--- src/link_control_pkg.sv ---
// Package: offsets, field positions, reset values and types of the link control block
package link_control_pkg;

  // Register map (byte offsets on the plain register port)
  localparam logic [11:0] link_control_off     = 12'h050;
  localparam logic [11:0] link_status_off      = 12'h052;
  localparam logic [11:0] port_config_off      = 12'h060;

  // Link control field positions
  localparam int lpe_lsb        = 0;
  localparam int rcb_pos        = 3;
  localparam int link_disable_bit_pos       = 4;
  localparam int retrain_pos    = 5;
  localparam int common_clock_bit_pos       = 6;
  localparam int extended_sync_bit_pos      = 7;
  localparam int clkpm_pos      = 8;
  localparam int awd_pos        = 9;
  localparam int bwm_ie_pos     = 10;
  localparam int abw_ie_pos     = 11;

  // Link status field positions
  localparam int ltrain_pos     = 11;
  localparam int bwm_sts_pos    = 14;
  localparam int abw_sts_pos    = 15;

  // Port config field positions (own register)
  localparam int cfg_down_pos   = 0;
  localparam int cfg_lbn_pos    = 1;

  // Reset values
  localparam logic [1:0] lpe_reset = 2'h0;

  // Low-power entry encodings
  localparam logic [1:0] lpe_disabled = 2'h0;
  localparam logic [1:0] lpe_l0s      = 2'h1;
  localparam logic [1:0] lpe_l1       = 2'h2;
  localparam logic [1:0] lpe_both     = 2'h3;

  // Fields that affect training and are applied at a training boundary
  typedef struct packed {
    logic       common_clock;
    logic       extended_sync;
  } train_cfg_type;

  // Status arriving from the training state machine
  typedef struct packed {
    logic       in_recovery;
    logic       in_config;
    logic       link_down;
    logic       retrain_done;
    logic       auto_bw_change;
  } phy_status_type;

  // Controls going to the training state machine
  typedef struct packed {
    logic       tx_l0s_allowed;
    logic       l1_allowed;
    logic       link_disable;
    logic       goto_recovery;
    logic       extra_sets;
    logic       common_clock;
  } phy_ctrl_type;

endpackage : link_control_pkg

--- src/pcie_port_link_control.sv ---
// Link control register of one switch port and its controls to the PHY
`timescale 1ns/10ps

////////////////////////////////////////////////////////////////////////////////
module pcie_port_link_control (
  // Clock and reset
  input  wire logic                            ref_clk_in,
  input  wire logic                            rst_n_in,
  // Register port
  input  wire logic [11:0]                     reg_addr_in,
  input  wire logic [15:0]                     reg_wdata_in,
  input  wire logic                            reg_wr_in,
  input  wire logic                            reg_rd_in,
  output logic      [15:0]                     reg_rdata_out,
  // Serial configuration load of the power-state field
  input  wire logic                            lpe_load_in,
  input  wire logic [1:0]                      lpe_load_val_in,
  // Port straps (pins)
  input  wire logic                            downstream_in,
  input  wire logic                            bw_notification_capable_in,
  // Training state machine
  input  wire link_control_pkg::phy_status_type phy_status_in,
  output link_control_pkg::phy_ctrl_type       phy_ctrl_out,
  // Interrupt request toward the port's message logic
  output logic                                 bw_irq_out
);

  ////////////////////////////////////////////////////////////////////////////
  // Reset release and strap synchronisers
  logic [1:0] rst_sync_q, rst_sync_d;
  logic       rst_n;
  logic [1:0] down_sync_q, down_sync_d;
  logic [1:0] lbn_sync_q, lbn_sync_d;

  // Reset asserts at once but lifts only on a clean edge
  always_comb
  begin
    rst_sync_d = {rst_sync_q[0], 1'b1};
  end

  always_ff @(posedge ref_clk_in or negedge rst_n_in)
  begin
    if (!rst_n_in)
      rst_sync_q <= 2'h0;
    else
      rst_sync_q <= rst_sync_d;
  end
  assign rst_n = rst_sync_q[1];

  // Straps are pins: two stages before any logic reads them
  always_comb
  begin
    down_sync_d = {down_sync_q[0], downstream_in};
    lbn_sync_d  = {lbn_sync_q[0], bw_notification_capable_in};
  end

  always_ff @(posedge ref_clk_in or negedge rst_n)
  begin
    if (!rst_n)
    begin
      down_sync_q <= 2'h0;
      lbn_sync_q  <= 2'h0;
    end
    else
    begin
      down_sync_q <= down_sync_d;
      lbn_sync_q  <= lbn_sync_d;
    end
  end

  logic is_down;
  logic irq_allowed;
  assign is_down     = down_sync_q[1];
  assign irq_allowed = down_sync_q[1] & lbn_sync_q[1];

  ////////////////////////////////////////////////////////////////////////////
  // Register state
  logic [1:0]                      lpe_q, lpe_d;
  logic                            link_disable_bit_q, link_disable_bit_d;
  logic                            common_clock_bit_q, common_clock_bit_d;
  logic                            extended_sync_bit_q, extended_sync_bit_d;
  logic                            bwm_ie_q, bwm_ie_d;
  logic                            abw_ie_q, abw_ie_d;
  logic                            bwm_sts_q, bwm_sts_d;
  logic                            abw_sts_q, abw_sts_d;
  logic                            retrain_pend_q, retrain_pend_d;
  link_control_pkg::train_cfg_type applied_q, applied_d;
  logic                            stale_q, stale_d;
  logic                            wr_ctl;
  logic                            wr_sts;
  logic                            in_train;

  assign wr_ctl   = reg_wr_in && (reg_addr_in == link_control_pkg::link_control_off);
  assign wr_sts   = reg_wr_in && (reg_addr_in == link_control_pkg::link_status_off);
  assign in_train = phy_status_in.in_recovery | phy_status_in.in_config;

  always_comb
  begin
    lpe_d          = lpe_q;
    link_disable_bit_d         = link_disable_bit_q;
    common_clock_bit_d         = common_clock_bit_q;
    extended_sync_bit_d        = extended_sync_bit_q;
    bwm_ie_d       = bwm_ie_q & irq_allowed;
    abw_ie_d       = abw_ie_q & irq_allowed;
    retrain_pend_d = retrain_pend_q;
    applied_d      = applied_q;
    stale_d        = stale_q;
    if (lpe_load_in)
      lpe_d = lpe_load_val_in;
    // Retrain may come with other field changes in one write
    if (wr_ctl)
    begin
      lpe_d    = reg_wdata_in[link_control_pkg::lpe_lsb +: 2];
      link_disable_bit_d   = reg_wdata_in[link_control_pkg::link_disable_bit_pos];
      common_clock_bit_d   = reg_wdata_in[link_control_pkg::common_clock_bit_pos];
      extended_sync_bit_d  = reg_wdata_in[link_control_pkg::extended_sync_bit_pos];
      bwm_ie_d = reg_wdata_in[link_control_pkg::bwm_ie_pos] & irq_allowed;
      abw_ie_d = reg_wdata_in[link_control_pkg::abw_ie_pos] & irq_allowed;
      if (reg_wdata_in[link_control_pkg::retrain_pos])
      begin
        retrain_pend_d = 1'b1;
        if (in_train)
          stale_d = 1'b1;
        else
        begin
          applied_d.common_clock  = reg_wdata_in[link_control_pkg::common_clock_bit_pos];
          applied_d.extended_sync = reg_wdata_in[link_control_pkg::extended_sync_bit_pos];
          stale_d = 1'b0;
        end
      end
    end
    // Pending request accepted once PHY reaches Recovery
    if (retrain_pend_q && phy_status_in.in_recovery)
      retrain_pend_d = 1'b0;
    // Deferred changes enter as soon as training ends (neither Recovery nor Configuration)
    if (stale_q && !in_train && !(wr_ctl && reg_wdata_in[link_control_pkg::retrain_pos]))
    begin
      applied_d.common_clock  = common_clock_bit_q;
      applied_d.extended_sync = extended_sync_bit_q;
      stale_d = 1'b0;
    end
  end

  ////////////////////////////////////////////////////////////////////////////
  // Bandwidth status bits
  always_comb
  begin
    bwm_sts_d = bwm_sts_q;
    abw_sts_d = abw_sts_q;
    // Write one to clear; set wins over clear
    if (wr_sts)
    begin
      if (reg_wdata_in[link_control_pkg::bwm_sts_pos])
        bwm_sts_d = 1'b0;
      if (reg_wdata_in[link_control_pkg::abw_sts_pos])
        abw_sts_d = 1'b0;
    end
    if (!phy_status_in.link_down && phy_status_in.retrain_done)
      bwm_sts_d = 1'b1;
    if (!phy_status_in.link_down && phy_status_in.auto_bw_change)
    begin
      bwm_sts_d = 1'b1;
      abw_sts_d = 1'b1;
    end
    // Status hardwired to zero where the capability is absent
    bwm_sts_d = bwm_sts_d & irq_allowed;
    abw_sts_d = abw_sts_d & irq_allowed;
  end

  always_ff @(posedge ref_clk_in or negedge rst_n)
  begin
    if (!rst_n)
    begin
      bwm_sts_q <= 1'b0;
      abw_sts_q <= 1'b0;
    end
    else
    begin
      bwm_sts_q <= bwm_sts_d;
      abw_sts_q <= abw_sts_d;
    end
  end

  ////////////////////////////////////////////////////////////////////////////
  // Register fields and retrain bookkeeping
  always_ff @(posedge ref_clk_in or negedge rst_n)
  begin
    if (!rst_n)
    begin
      lpe_q          <= link_control_pkg::lpe_reset;
      link_disable_bit_q         <= 1'b0;
      common_clock_bit_q         <= 1'b0;
      extended_sync_bit_q        <= 1'b0;
      bwm_ie_q       <= 1'b0;
      abw_ie_q       <= 1'b0;
      retrain_pend_q <= 1'b0;
      applied_q      <= '0;
      stale_q        <= 1'b0;
    end
    else
    begin
      lpe_q          <= lpe_d;
      link_disable_bit_q         <= link_disable_bit_d;
      common_clock_bit_q         <= common_clock_bit_d;
      extended_sync_bit_q        <= extended_sync_bit_d;
      bwm_ie_q       <= bwm_ie_d;
      abw_ie_q       <= abw_ie_d;
      retrain_pend_q <= retrain_pend_d;
      applied_q      <= applied_d;
      stale_q        <= stale_d;
    end
  end

  ////////////////////////////////////////////////////////////////////////////
  // Read data, one cycle after the strobe
  logic [15:0] rdata_q, rdata_d;
  logic [15:0] ctl_view;
  logic [15:0] sts_view;

  always_comb
  begin
    ctl_view = 16'h0000;
    ctl_view[link_control_pkg::lpe_lsb +: 2]      = lpe_q;
    ctl_view[link_control_pkg::rcb_pos]           = 1'b0;
    ctl_view[link_control_pkg::link_disable_bit_pos]          = link_disable_bit_q;
    ctl_view[link_control_pkg::retrain_pos]       = 1'b0;
    ctl_view[link_control_pkg::common_clock_bit_pos]          = common_clock_bit_q;
    ctl_view[link_control_pkg::extended_sync_bit_pos]         = extended_sync_bit_q;
    ctl_view[link_control_pkg::clkpm_pos]         = 1'b0;
    ctl_view[link_control_pkg::awd_pos]           = 1'b0;
    ctl_view[link_control_pkg::bwm_ie_pos]        = bwm_ie_q;
    ctl_view[link_control_pkg::abw_ie_pos]        = abw_ie_q;
  end

  // Training flag only means something on a downstream port
  always_comb
  begin
    sts_view = 16'h0000;
    sts_view[link_control_pkg::ltrain_pos]  = is_down & (in_train | retrain_pend_q);
    sts_view[link_control_pkg::bwm_sts_pos] = bwm_sts_q;
    sts_view[link_control_pkg::abw_sts_pos] = abw_sts_q;
  end

  // Zero outside the strobe cycle, so stale data never shows
  always_comb
  begin
    rdata_d = 16'h0000;
    if (reg_rd_in)
    begin
      if (reg_addr_in == link_control_pkg::link_control_off)
        rdata_d = ctl_view;
      else if (reg_addr_in == link_control_pkg::link_status_off)
        rdata_d = sts_view;
      else if (reg_addr_in == link_control_pkg::port_config_off)
      begin
        rdata_d[link_control_pkg::cfg_down_pos] = is_down;
        rdata_d[link_control_pkg::cfg_lbn_pos]  = lbn_sync_q[1];
      end
      else
        rdata_d = 16'h0000;
    end
  end

  always_ff @(posedge ref_clk_in or negedge rst_n)
  begin
    if (!rst_n)
      rdata_q <= 16'h0000;
    else
      rdata_q <= rdata_d;
  end
  assign reg_rdata_out = rdata_q;

  ////////////////////////////////////////////////////////////////////////////
  // Controls to the training state machine and the interrupt
  link_control_pkg::phy_ctrl_type ctrl_q, ctrl_d;
  logic                           irq_q, irq_d;

  always_comb
  begin
    // Receiver L0s is always supported; only transmit entry is gated
    ctrl_d.tx_l0s_allowed = lpe_q[0];
    ctrl_d.l1_allowed     = lpe_q[1];
    ctrl_d.link_disable   = link_disable_bit_q & is_down;
    ctrl_d.goto_recovery  = retrain_pend_q & ~phy_status_in.in_recovery;
    ctrl_d.extra_sets     = applied_q.extended_sync;
    // Exit latencies are not derived from this bit
    ctrl_d.common_clock   = applied_q.common_clock;
  end

  // Level, not pulse: stays up until software clears the status or its enable bit
  always_comb
  begin
    irq_d = (bwm_ie_q & bwm_sts_q) | (abw_ie_q & abw_sts_q);
  end

  always_ff @(posedge ref_clk_in or negedge rst_n)
  begin
    if (!rst_n)
      ctrl_q <= '0;
    else
      ctrl_q <= ctrl_d;
  end

  always_ff @(posedge ref_clk_in or negedge rst_n)
  begin
    if (!rst_n)
      irq_q <= 1'b0;
    else
      irq_q <= irq_d;
  end
  assign phy_ctrl_out = ctrl_q;
  assign bw_irq_out   = irq_q;

endmodule : pcie_port_link_control

--- config.mk ---
export PLATFORM = sky130hd
export DESIGN_NAME = pcie_port_link_control
export DESIGN_NICKNAME = d
export VERILOG_FILES = /design/src/link_control_pkg.sv /design/src/pcie_port_link_control.sv
export SDC_FILE = /design/constraint.sdc
export NUM_CORES = 1
export LEC_CHECK = 0
export BUFFER_PORTS_ARGS = -buffer_cell sky130_fd_sc_hd__buf_4
export CAP_MARGIN = 20
export CELL_PAD_IN_SITES_DETAIL_PLACEMENT = 1
export CELL_PAD_IN_SITES_GLOBAL_PLACEMENT = 2
export CORE_ASPECT_RATIO = 0.5
export CORE_MARGIN = 2
export CORE_UTILIZATION = 26
export CTS_BUF_LIST = sky130_fd_sc_hd__clkbuf_2 sky130_fd_sc_hd__clkbuf_4 sky130_fd_sc_hd__clkbuf_8
export DETAILED_ROUTE_END_ITERATION = 6
export PLACE_DENSITY = 0.76
export SLEW_MARGIN = 20
export SYNTH_ARGS = -nofsm -noshare
export SYNTH_HDL_FRONTEND = slang
export SYNTH_SLANG_ARGS = --single-unit
export TNS_END_PERCENT = 5
--- constraint.sdc ---
create_clock -name ref_clk_in -period 1.1 [get_ports ref_clk_in]
set_input_delay 0.165 -clock ref_clk_in [delete_from_list [all_inputs] [get_ports ref_clk_in]]
set_output_delay 0.165 -clock ref_clk_in [all_outputs]
set_load 0.02 [all_outputs]
Word level (Yosys, flattened, before mapping). Index checks and enable logic that the tools add are counted. Widths: inputs -> output; s select.

Logic and storage cells: 88. Bits of input ports: 42. Flip-flop bits (word level): 42.

Equal/unequal tests: 4. Multiplexer cells: 26. Bitwise gates (word level): 16. Reductions and logical operators: 19.

Operators by type and width (count): $mux 16 (3); $eq 12x7->1 const B (3); $mux 1 (16); $mux 2 (7); $and 1x1->1 (12); $reduce_bool 2->1 (5); $logic_and 1x1->1 (8); $reduce_and 2->1 (2); $logic_not 1->1 (3); $or 1x1->1 (3); $reduce_and 3->1 (1); $ne 2x1->1 const B (1); $not 1->1 (1).

Logic depth before layout (Yosys ltp). Gate-level depths: netlist of the first run.

Depth after elaboration: 7. Mapped depth: 5. Mapped depth without buffers: 4.

Worst setup path after synthesis of the first run. OpenSTA, ideal clock, no wires.

Path type: input port to flip-flop. Start point: input port reg_addr_in[7]. End point: register applied_q[0] (netlist name). Data arrival time: 1.644 ns. Data required time: 1.031 ns. Path buffers: 1. Library setup time: 0.069 ns. Path slack: -0.613 ns. Stages: 5. Cells stage by stage: or4b_4 > or4_4 > buf_6 > o21a_1 > nand3_1.

Cells in the longest elaborated chain, start to end: 7. Elaborated cells between the ends (all ways): 10.

RTL lines: start, declared (line pcie_port_link_control.sv:10) `input wire logic [11:0] reg_addr_in,`; $eq 12x7->1 * (line pcie_port_link_control.sv:93) `assign wr_ctl = reg_wr_in && (reg_addr_in == link_control_pkg::link_control_off);`; $logic_and 1x1->1 * (line pcie_port_link_control.sv:93); $logic_and 1x1->1 (line pcie_port_link_control.sv:136) `if (stale_q && !in_train && !(wr_ctl && reg_wdata_in[link_control_pkg::retrain_pos]))`; $logic_not 1->1 (line pcie_port_link_control.sv:136); $logic_and 1x1->1 (line pcie_port_link_control.sv:136); $ne 2x1->1 (no line) / $reduce_bool 2->1 (equally long branches); $reduce_and 3->1 (no line); end signal, assigned (line pcie_port_link_control.sv:209) `applied_q <= applied_d;`; end, declared (line pcie_port_link_control.sv:87) `link_control_pkg::train_cfg_type applied_q, applied_d;`.

Mark *: on every way between the ends. The rest lies on a longest branch, timed or not. A chain may end at the register's enable or synchronous reset.

Worst setup path after layout of the first run.
Start point: input port reg_addr_in[2]. End point: register applied_q[1] (netlist name).

Same word-level chain as after synthesis.

==> flow_summary.yaml, run 1 <==
grt:
  grt_pass1_wl_um: 5830
  gr-total-overflow: 0
  first_global_vias: 1162
  grtUsageTotal_pct: 12.8
  antenna_found_initial: 0
  grt_max_degree: 34
pwr:
  ir_drop_v: 0.000484
  power.leakage_nw: 1.02
  power_density_nw_per_um2: 1190
synthesis:
  ys_warn_count: 0
  synthMuxAreaShare_pct: 5.24
  yosysUniqueCellTypes: 31
  ys.flop_type: "dfrtp_1"
  synth_compound_area_share_pct: 7.91
  synth_seq_area_share_pct: 62.2
  synth_edf_count: 0
  syn_area_um2: 1410
  synth_fa_ha_area_share_pct: 0
  synth.ff_latch_count: 35
  synthArstFlopShare_pct: 100
  syn_avg_cell_area_um2: 12.5
  synthCells: 113
  synthSimpleGateAreaFrac_pct: 18.8
  synthXorXnorAreaFrac_pct: 0
  synth_top_family_by_area: "simple AND/OR/NAND/NOR gates"
cells_and_area:
  drive_gt1_share_pct: 47.0
  final_cell_count_no_fill: 255
  fill_cells: 566
  seqCellArea_um2: 876
  area_delta_synth_final_pct: 52.0
  multiInputGateArea_um2: 520
  finish.net_count: 227
  antenna_cells: 0
setup_path:
  crit_path_end_kind: "register"
  critical-path-top-delay-family: "simple AND/OR/NAND/NOR gates"
  cp_data_arrival_time_ns: 1.70
  crit_slowest_cell: "or4_4"
  crit_buf_inv: 1
  critPathMaxStageDelay_ns: 0.59
  required_ns: 1.32
  critPathMostFrequentCell: "or4_4"
  worstPathCellList: "buf_6 > or4_4 > or4_4 > o21a_1 > nand3_1"
  cp_max_fo: 8
  cp-start-kind: "input pin"
  criticalPathCategory: "in2reg"
route:
  vias: 1092
  drc: 0
  drt-total-wl_um: 3530
  drt_iter0_markers: 18
  post_drt_via_cell_ratio: 4.28
  wire_per_inst_um: 13.8
  ant_nets: 0
  dr.pass1.iters: 4
clock_network:
  clkLatencyLatePin_ns: 0.29
  root_buffer: "clkbuf_8"
  cts_buffer_depth: 2
  htree_levels: 2
  path_clk_slew_ns: 0.07
  cts_buffers: 5
  cts_sinks: 35
  tritoncts: "yes"
timing:
  hold_viol: 0
  max_freq_mhz: 678
  fin_crit_ns: 1.48
  holdWs_ns: 0.0706
  skew_ns: 0.00502
  final-setup-viol-count: 22
  finalMaxSlewViolations: 0
  fin_setup_tns_ns: -4.89
  rsz0062_at_grt: "yes"
  period_share_pct: 134
  fin_ws_ns: -0.375
place:
  port_buffers: 51
  post-place-cells: 242
  dp_hpwl_um: 2670
  gp_congestion: 0.731
die:
  die_w_um: 108
  die_h_um: 56.0
  io_pins: 65
  start_util_pct: 27.8
  dieArea_um2: 6050
  design.core.area_um2: 5070
  rows: 18
min_path:
  hp-class: "in2reg"
status:
  outcome: "complete, but fails checks"
  violations: "setup timing"
flow_run:
  maxCapViolCount: 0
state kept, by name (all words and copies together), names as in the netlist, 2 cells and up:
register,count
phy_ctrl_out,6
rst_sync_q,2
reg_rdata_out,9
down_sync_q,2
applied_q,2
lbn_sync_q,2
lpe_q,2
metal layers:
layer  vias up  routed length [µm]  share of wire (%)  global-route usage, %
met1       531                1540                 44                   16.1
met3         5                 177                5.0                   3.98
met5         -                   0                  0                      0
met2        30                1760                 50                   20.5
li1        526                   -                  -                      -
met4         0                  48                1.4                   4.95
final timing paths:
kind | slack, ns | depth (start not counted) | endpoint | start
hold reg to reg | 0.23 | 1 | reg_rdata_out[11] | rst_sync_q[1]
min in group asynchronous | 0.21 | 2 | rst_sync_q[0] | rst_n_in
hold / removal | 0.07 | 2 | phy_ctrl_out[2] | phy_status_in[4]
max in group asynchronous | 0.70 | 1 | phy_ctrl_out[3] | rst_sync_q[1]
setup reg to reg | 0 | 2 | reg_rdata_out[11] | retrain_pend_q
setup / recovery | -0.38 | 5 | applied_q[1] | reg_addr_in[2]
final cells by class:
cell class,instances,share of cell area [%]
clock buffers,6,3.86
clock inverters,1,0.234
inverters,2,0.351
multi-input cells,73,24.3
flip-flops and latches,35,40.9
well taps,70,4.09
repair buffers,68,26.2
kinds of logic after synthesis:
kind of cell | after synthesis
AOI/OAI and AO/OA | 17
muxes | 7
and+or+nand+nor | 41
other | 2
DFF | 35
buffers and inverters | 11
metrics by stage:
step | power [mW] | area, µm² | setup WS [ns] | util, %
after floorplan | 1.46 | 1430 | -0.580 | -
after global placement | 1.60 | 1930 | -0.652 | 38.0
after detailed placement | 1.61 | 1930 | -0.680 | 38.0
after CTS | 2.56 | 2100 | -0.359 | 41.4
after global routing | 2.66 | 2140 | -0.382 | 42.2
final | 2.54 | 2140 | -0.375 | 42.2
synthesized netlist by cell type, types with 2 or more instances:
cell type	instances	area share (%)
a22o_1	3	1.9
o21a_1	2	1.1
nand4_1	4	1.8
nor2_1	5	1.3
nor4_1	2	0.89
o21bai_1	2	1.1
mux2i_1	4	2.8
mux2_2	2	1.6
conb_1	2	0.53
dfrtp_1	35	62
and2_1	7	3.1
or4_4	2	1.6
a21oi_1	3	1.1
buf_4	7	3.7
o21ai_0	6	2.1
nand3_1	5	1.8
nand2_1	6	1.6
inv_1	2	0.53
or4b_4	2	2.0
where the power goes:
part	leakage (nW)	total (mW)	switching (mW)	internal (mW)
combinational	0.530	0.276	0.126	0.150
sequential	0.444	1.34	0.0189	1.32
clock	0.0470	0.928	0.437	0.491
placed cells by master (no fill, tap or decap), drive strengths merged, types with 2 or more instances in the layout:
| master | synthesis | final |
|---|---|---|
| nand4 | 4 | 4 |
| dfrtp | 35 | 35 |
| or4b | 2 | 2 |
| o21ai | 6 | 6 |
| dlygate4sd3 | 0 | 3 |
| nand2 | 6 | 6 |
| clkbuf | 1 | 6 |
| nor4 | 3 | 3 |
| nand3 | 5 | 5 |
| mux2 | 3 | 3 |
| or4 | 2 | 2 |
| nor2 | 5 | 5 |
| a21oi | 3 | 3 |
| buf | 8 | 65 |
| inv | 2 | 2 |
| o21bai | 2 | 2 |
| and2 | 7 | 7 |
| conb | 2 | 8 |
| o21a | 2 | 2 |
| mux2i | 4 | 4 |
| a22o | 3 | 3 |
what timing repair did:
| action | 4_1_cts | 5_1_grt |
|---|---|---|
| buffers inserted | 2 | 1 |
| resized for setup | 14 | 10 |
| setup endpoints to repair | 22 | 22 |
| pin swaps | 9 | 5 |
| cloned | 0 | 0 |
| hold buffers | 3 | 0 |
| endpoints found under the hold margin | 4 | 0 |
Note: power is estimated with default switching activity, not from simulation.
==> inputs of run 2 (changes only) <==
- RECOVER_POWER: unset -> 50
==> flow_summary.yaml, run 2 (synthesis results as in run 1) <==
status:
  outcome: "complete, but fails checks"
  violations: "setup timing"
pwr:
  power.leakage_nw: 1.01
  power_density_nw_per_um2: 1190
  ir_drop_v: 0.000484
timing:
  tightestPinTransition_ns: 0.797
  max_slew_margin_pct: 46.9
  period_share_pct: 134
  hold_viol: 0
  final-setup-viol-count: 22
  holdWs_ns: 0.0696
  fin_crit_ns: 1.48
  rsz0062_at_grt: "yes"
  finalMaxSlewViolations: 0
  skew_ns: 0.00528
  fin_ws_ns: -0.375
  max_freq_mhz: 678
setup_path:
  rrSetupSlack_ns: 0
  cp.depth: 5
  worstPathCellList: "buf_6 > or4_4 > or4_4 > o21a_1 > nand3_1"
  timing.rr.end: "reg_rdata_out[11]"
  crit_slowest_cell: "or4_4"
  cp_data_arrival_time_ns: 1.70
  crit_path_end_kind: "register"
  r2r_start: "retrain_pend_q"
  critPathMostFrequentCell: "or4_4"
  critPathCapture: "applied_q[1]"
  reg2regPathDepth: 2
  required_ns: 1.32
  cp_max_fo: 8
  criticalPathCategory: "in2reg"
  critPathMaxStageDelay_ns: 0.59
  cp-start-kind: "input pin"
  critical-path-top-delay-family: "simple AND/OR/NAND/NOR gates"
  startpoint: "reg_addr_in[2]"
  crit_buf_inv: 1
place:
  gp_congestion: 0.731
  post_dp_cell_area_um2: 1930
  port_buffers: 51
  dp_hpwl_um: 2670
clock_network:
  path_clk_slew_ns: 0.07
  clkLatencyLatePin_ns: 0.29
  root_buffer: "clkbuf_8"
  cts_buffer_depth: 2
  tritoncts: "yes"
  cts_sinks: 35
  htree_levels: 2
  cts_buffers: 5
cells_and_area:
  drive_gt1_share_pct: 46.5
  finish.net_count: 227
  layout_commonest_cell: "buf_4"
  area_delta_synth_final_pct: 50.7
  final_cell_mix: "buf_4 (55), dfrtp_1 (35), conb_1 (8), buf_6 (8), and2_1 (7)"
  largest_reg_flops: 9
  fin_area_um2: 2120
  fill_cells: 569
  antenna_cells: 0
route:
  vias: 1094
  drc: 0
  dr.pass1.iters: 4
  drt_iter0_markers: 18
  wire_per_inst_um: 13.8
  post_drt_via_cell_ratio: 4.29
  ant_nets: 0
  drt-total-wl_um: 3520
grt:
  grtUsageTotal_pct: 12.8
  grt_pass1_wl_um: 5830
  antenna_found_initial: 0
  first_global_vias: 1162
  gr-total-overflow: 0
  grt_max_degree: 34
die:
  start_util_pct: 27.8
  rows: 18
  die_w_um: 108
  dieArea_um2: 6050
  die_h_um: 56.0
  design.core.area_um2: 5070
  io_pins: 65
min_path:
  hp-class: "in2reg"
flow_run:
  maxCapViolCount: 0
[run 2: cell types whose count changed in the layout (fill, tap and decap cells not counted), sizes merged]
cell,change
buf,-2
clkbuf,+2
[run 2: how the worst min path moves through the flow]
stage / start / cells after the start / endpoint
5_1_grt: phy_status_in[4] / 2 / phy_ctrl_out[2]
3_3_place_gp: rst_n_in / 1 / rst_sync_q[1]
2_1_floorplan: rst_n_in / 0 / rst_sync_q[0]
4_1_cts: phy_status_in[4] / 2 / phy_ctrl_out[2]
3_5_place_dp: rst_n_in / 1 / rst_sync_q[0]
6_report: phy_status_in[4] / 2 / phy_ctrl_out[2]
[run 2: power by group]
part	switching [mW]	total [mW]	leakage (nW)	internal, mW
registers	0.0179	1.33	0.444	1.32
logic	0.126	0.269	0.521	0.142
clock network	0.438	0.928	0.0470	0.491
total	0.582	2.53	1.01	1.95
[run 2: area by class of cell]
class / count / area (µm²) / share of cell area (%)
sequential: 35 / 876 / 41.3
timing repair buffer: 68 / 542 / 25.5
multi-input combinational: 73 / 520 / 24.5
tap: 70 / 87.6 / 4.13
clock buffer: 6 / 82.6 / 3.89
inverter: 2 / 7.51 / 0.354
clock inverter: 1 / 5.00 / 0.236
[run 2: routing by layer]
metal	GRT usage, %	share of wire [%]
met3	3.98	5.7
met5	0	0
met4	4.95	1.4
met1	16.1	43
met2	20.5	50
[run 2: metrics by stage]
step                      setup TNS, ns  power [mW]  worst slack, ns  utilization (%)  instances
after floorplan                   -8.39        1.46           -0.580                -        119
after global placement           -12.25        1.60           -0.652             38.0        242
after detailed placement         -12.74        1.61           -0.680             38.0        242
after CTS                         -4.66        2.56           -0.359             41.4        254
after global routing              -5.61        2.65           -0.382             41.9        255
final                             -4.90        2.53           -0.375             41.9        255
[run 2: timing repair]
action,in CTS,in global routing
buffers inserted,2,1
pin swaps,9,5
gates resized for setup,14,10
hold endpoints to repair,4,0
hold buffers,3,0
endpoints found under the setup margin,22,22
==> inputs of run 3 (changes only) <==
- BUFFER_PORTS_ARGS: -buffer_cell sky130_fd_sc_hd__buf_4 -> unset
- CORE_UTILIZATION: 26 -> 30
- DONT_BUFFER_PORTS: unset -> 1
- PLACE_DENSITY: 0.76 -> unset
- PLACE_DENSITY_LB_ADDON: unset -> 0.1
==> flow_summary.yaml, run 3 (synthesis results as in run 1) <==
timing:
  tightestPinTransition_ns: 0.726
  finalMaxSlewViolations: 0
  fin_crit_ns: 1.37
  final-setup-viol-count: 11
  period_share_pct: 124
  max_freq_mhz: 732
  skew_ns: 0.00563
  holdWs_ns: 0.0152
  rsz0062_at_grt: "yes"
  fin_ws_ns: -0.267
  max_slew_margin_pct: 51.6
  hold_viol: 0
cells_and_area:
  area_delta_synth_final_pct: 19.9
  final_cell_mix: "dfrtp_1 (35), conb_1 (8), and2_1 (7)"
  post-route-util_pct: 38.0
  finish.net_count: 169
  antenna_cells: 0
  fin_area_um2: 1690
  seqCellArea_um2: 876
  fill_cells: 488
  layout_commonest_cell: "dfrtp_1"
  multiInputGateArea_um2: 526
  largest_reg_flops: 9
  drive_gt1_share_pct: 23.4
status:
  outcome: "complete, but fails checks"
  violations: "setup timing"
setup_path:
  startpoint: "reg_addr_in[0]"
  rrSetupSlack_ns: 0.02
  timing.rr.end: "reg_rdata_out[11]"
  critPathMaxStageDelay_ns: 0.60
  crit_buf_inv: 0
  required_ns: 1.32
  cp_data_arrival_time_ns: 1.59
  worstPathCellList: "or4_4 > or4_4 > o21a_1 > nand3_1"
  cp_max_fo: 8
  critical-path-top-delay-family: "simple AND/OR/NAND/NOR gates"
  crit_path_end_kind: "register"
  crit_slowest_cell: "or4_4"
  r2r_start: "retrain_pend_q"
  reg2regPathDepth: 2
  critPathMostFrequentCell: "or4_4"
  cp-start-kind: "input pin"
  criticalPathCategory: "in2reg"
route:
  ant_nets: 0
  post_drt_via_cell_ratio: 5.02
  wl_met3_um: 283
  drc: 0
  drt_iter0_markers: 32
  drt-total-wl_um: 3370
  vias: 928
  wl_met2_um: 1540
  topRoutingLayerUsed: "met4"
  dr.pass1.iters: 4
  wire_per_inst_um: 18.2
  drt-met1-wl_um: 1510
pwr:
  power_density_nw_per_um2: 1570
  pwr-share-comb_pct: 4.3
  p_total_mw: 2.65
  seq_power_share_pct: 50.8
  p_sw_mw: 0.560
  power.leakage_nw: 0.742
  swShare_pct: 21.1
  ir_drop_v: 0.000463
  intPower_mw: 2.09
  p_clk_share_pct: 44.9
die:
  io_pins: 65
  die_w_um: 101
  design.core.area_um2: 4450
  die_h_um: 52.4
  dieArea_um2: 5290
  rows: 17
  start_util_pct: 31.7
flow_run:
  maxCapViolCount: 0
min_path:
  hp-class: "in2reg"
  whs_endpoint: "lpe_q[1]"
  hp-start: "reg_wdata_in[1]"
  min_delay_path_depth: 2
clock_network:
  cts_sinks: 35
  path_clk_slew_ns: 0.07
  cts_buffer_depth: 2
  tritoncts: "yes"
  cts_buffers: 5
  root_buffer: "clkbuf_8"
  clkLatencyLatePin_ns: 0.28
  htree_levels: 2
grt:
  grtUsageTotal_pct: 14.1
  grt_pass1_wl_um: 5420
  gr-total-overflow: 0
  first_global_vias: 1053
  antenna_found_initial: 0
  grt_max_degree: 34
place:
  post_dp_cell_area_um2: 1480
  port_buffers: 0
  dp_hpwl_um: 2540
  gp_congestion: 0.770
## run 3: power by group through the flow
stage | sequential (mW) | combinational, mW | clock [mW]
global route | 1.35 | 0.127 | 1.27
finish | 1.34 | 0.113 | 1.19
detailed placement | 1.37 | 0.0983 | 0
CTS | 1.34 | 0.115 | 1.22
global placement | 1.37 | 0.0939 | 0
floorplan | 1.38 | 0.0807 | 0
## run 3: cell type report
type	count	share of cell area (%)
clock inverters	2	2.08
well taps	57	4.23
flip-flops and latches	35	51.9
clock buffers	6	4.89
inverters	2	0.445
repair buffers	10	5.34
multi-input cells	73	31.1
## run 3: how the worst max path moves through the flow
stage	end	slack (ns)	depth (start not counted)
floorplan	common_clock_bit_q	-0.58	3
global placement	extended_sync_bit_q	-0.55	4
detailed placement	applied_q[1]	-0.59	4
CTS	applied_q[1]	-0.26	4
global route	applied_q[0]	-0.29	4
finish	applied_q[0]	-0.27	4
## run 3: repair_timing
item,in CTS,in global routing
setup endpoints to repair,22,20
hold endpoints to repair,5,0
resized for setup,15,3
hold buffers,4,0
pin swaps,7,5
buffers inserted,0,0
## run 3: per-stage QoR
stage               setup TNS (ns)  cells  worst slack, ns
global route                 -2.53    185           -0.292
CTS                          -1.96    185           -0.258
finish                       -1.96    185           -0.267
floorplan                    -8.39    119           -0.580
global placement             -9.39    173           -0.545
detailed placement           -9.57    173           -0.585
## run 3: metal layers
metal	vias up	global-route usage (%)
li1	414	-
met1	471	18.2
met2	39	21.2
met4	0	5.25
met5	-	0
met3	4	5.73
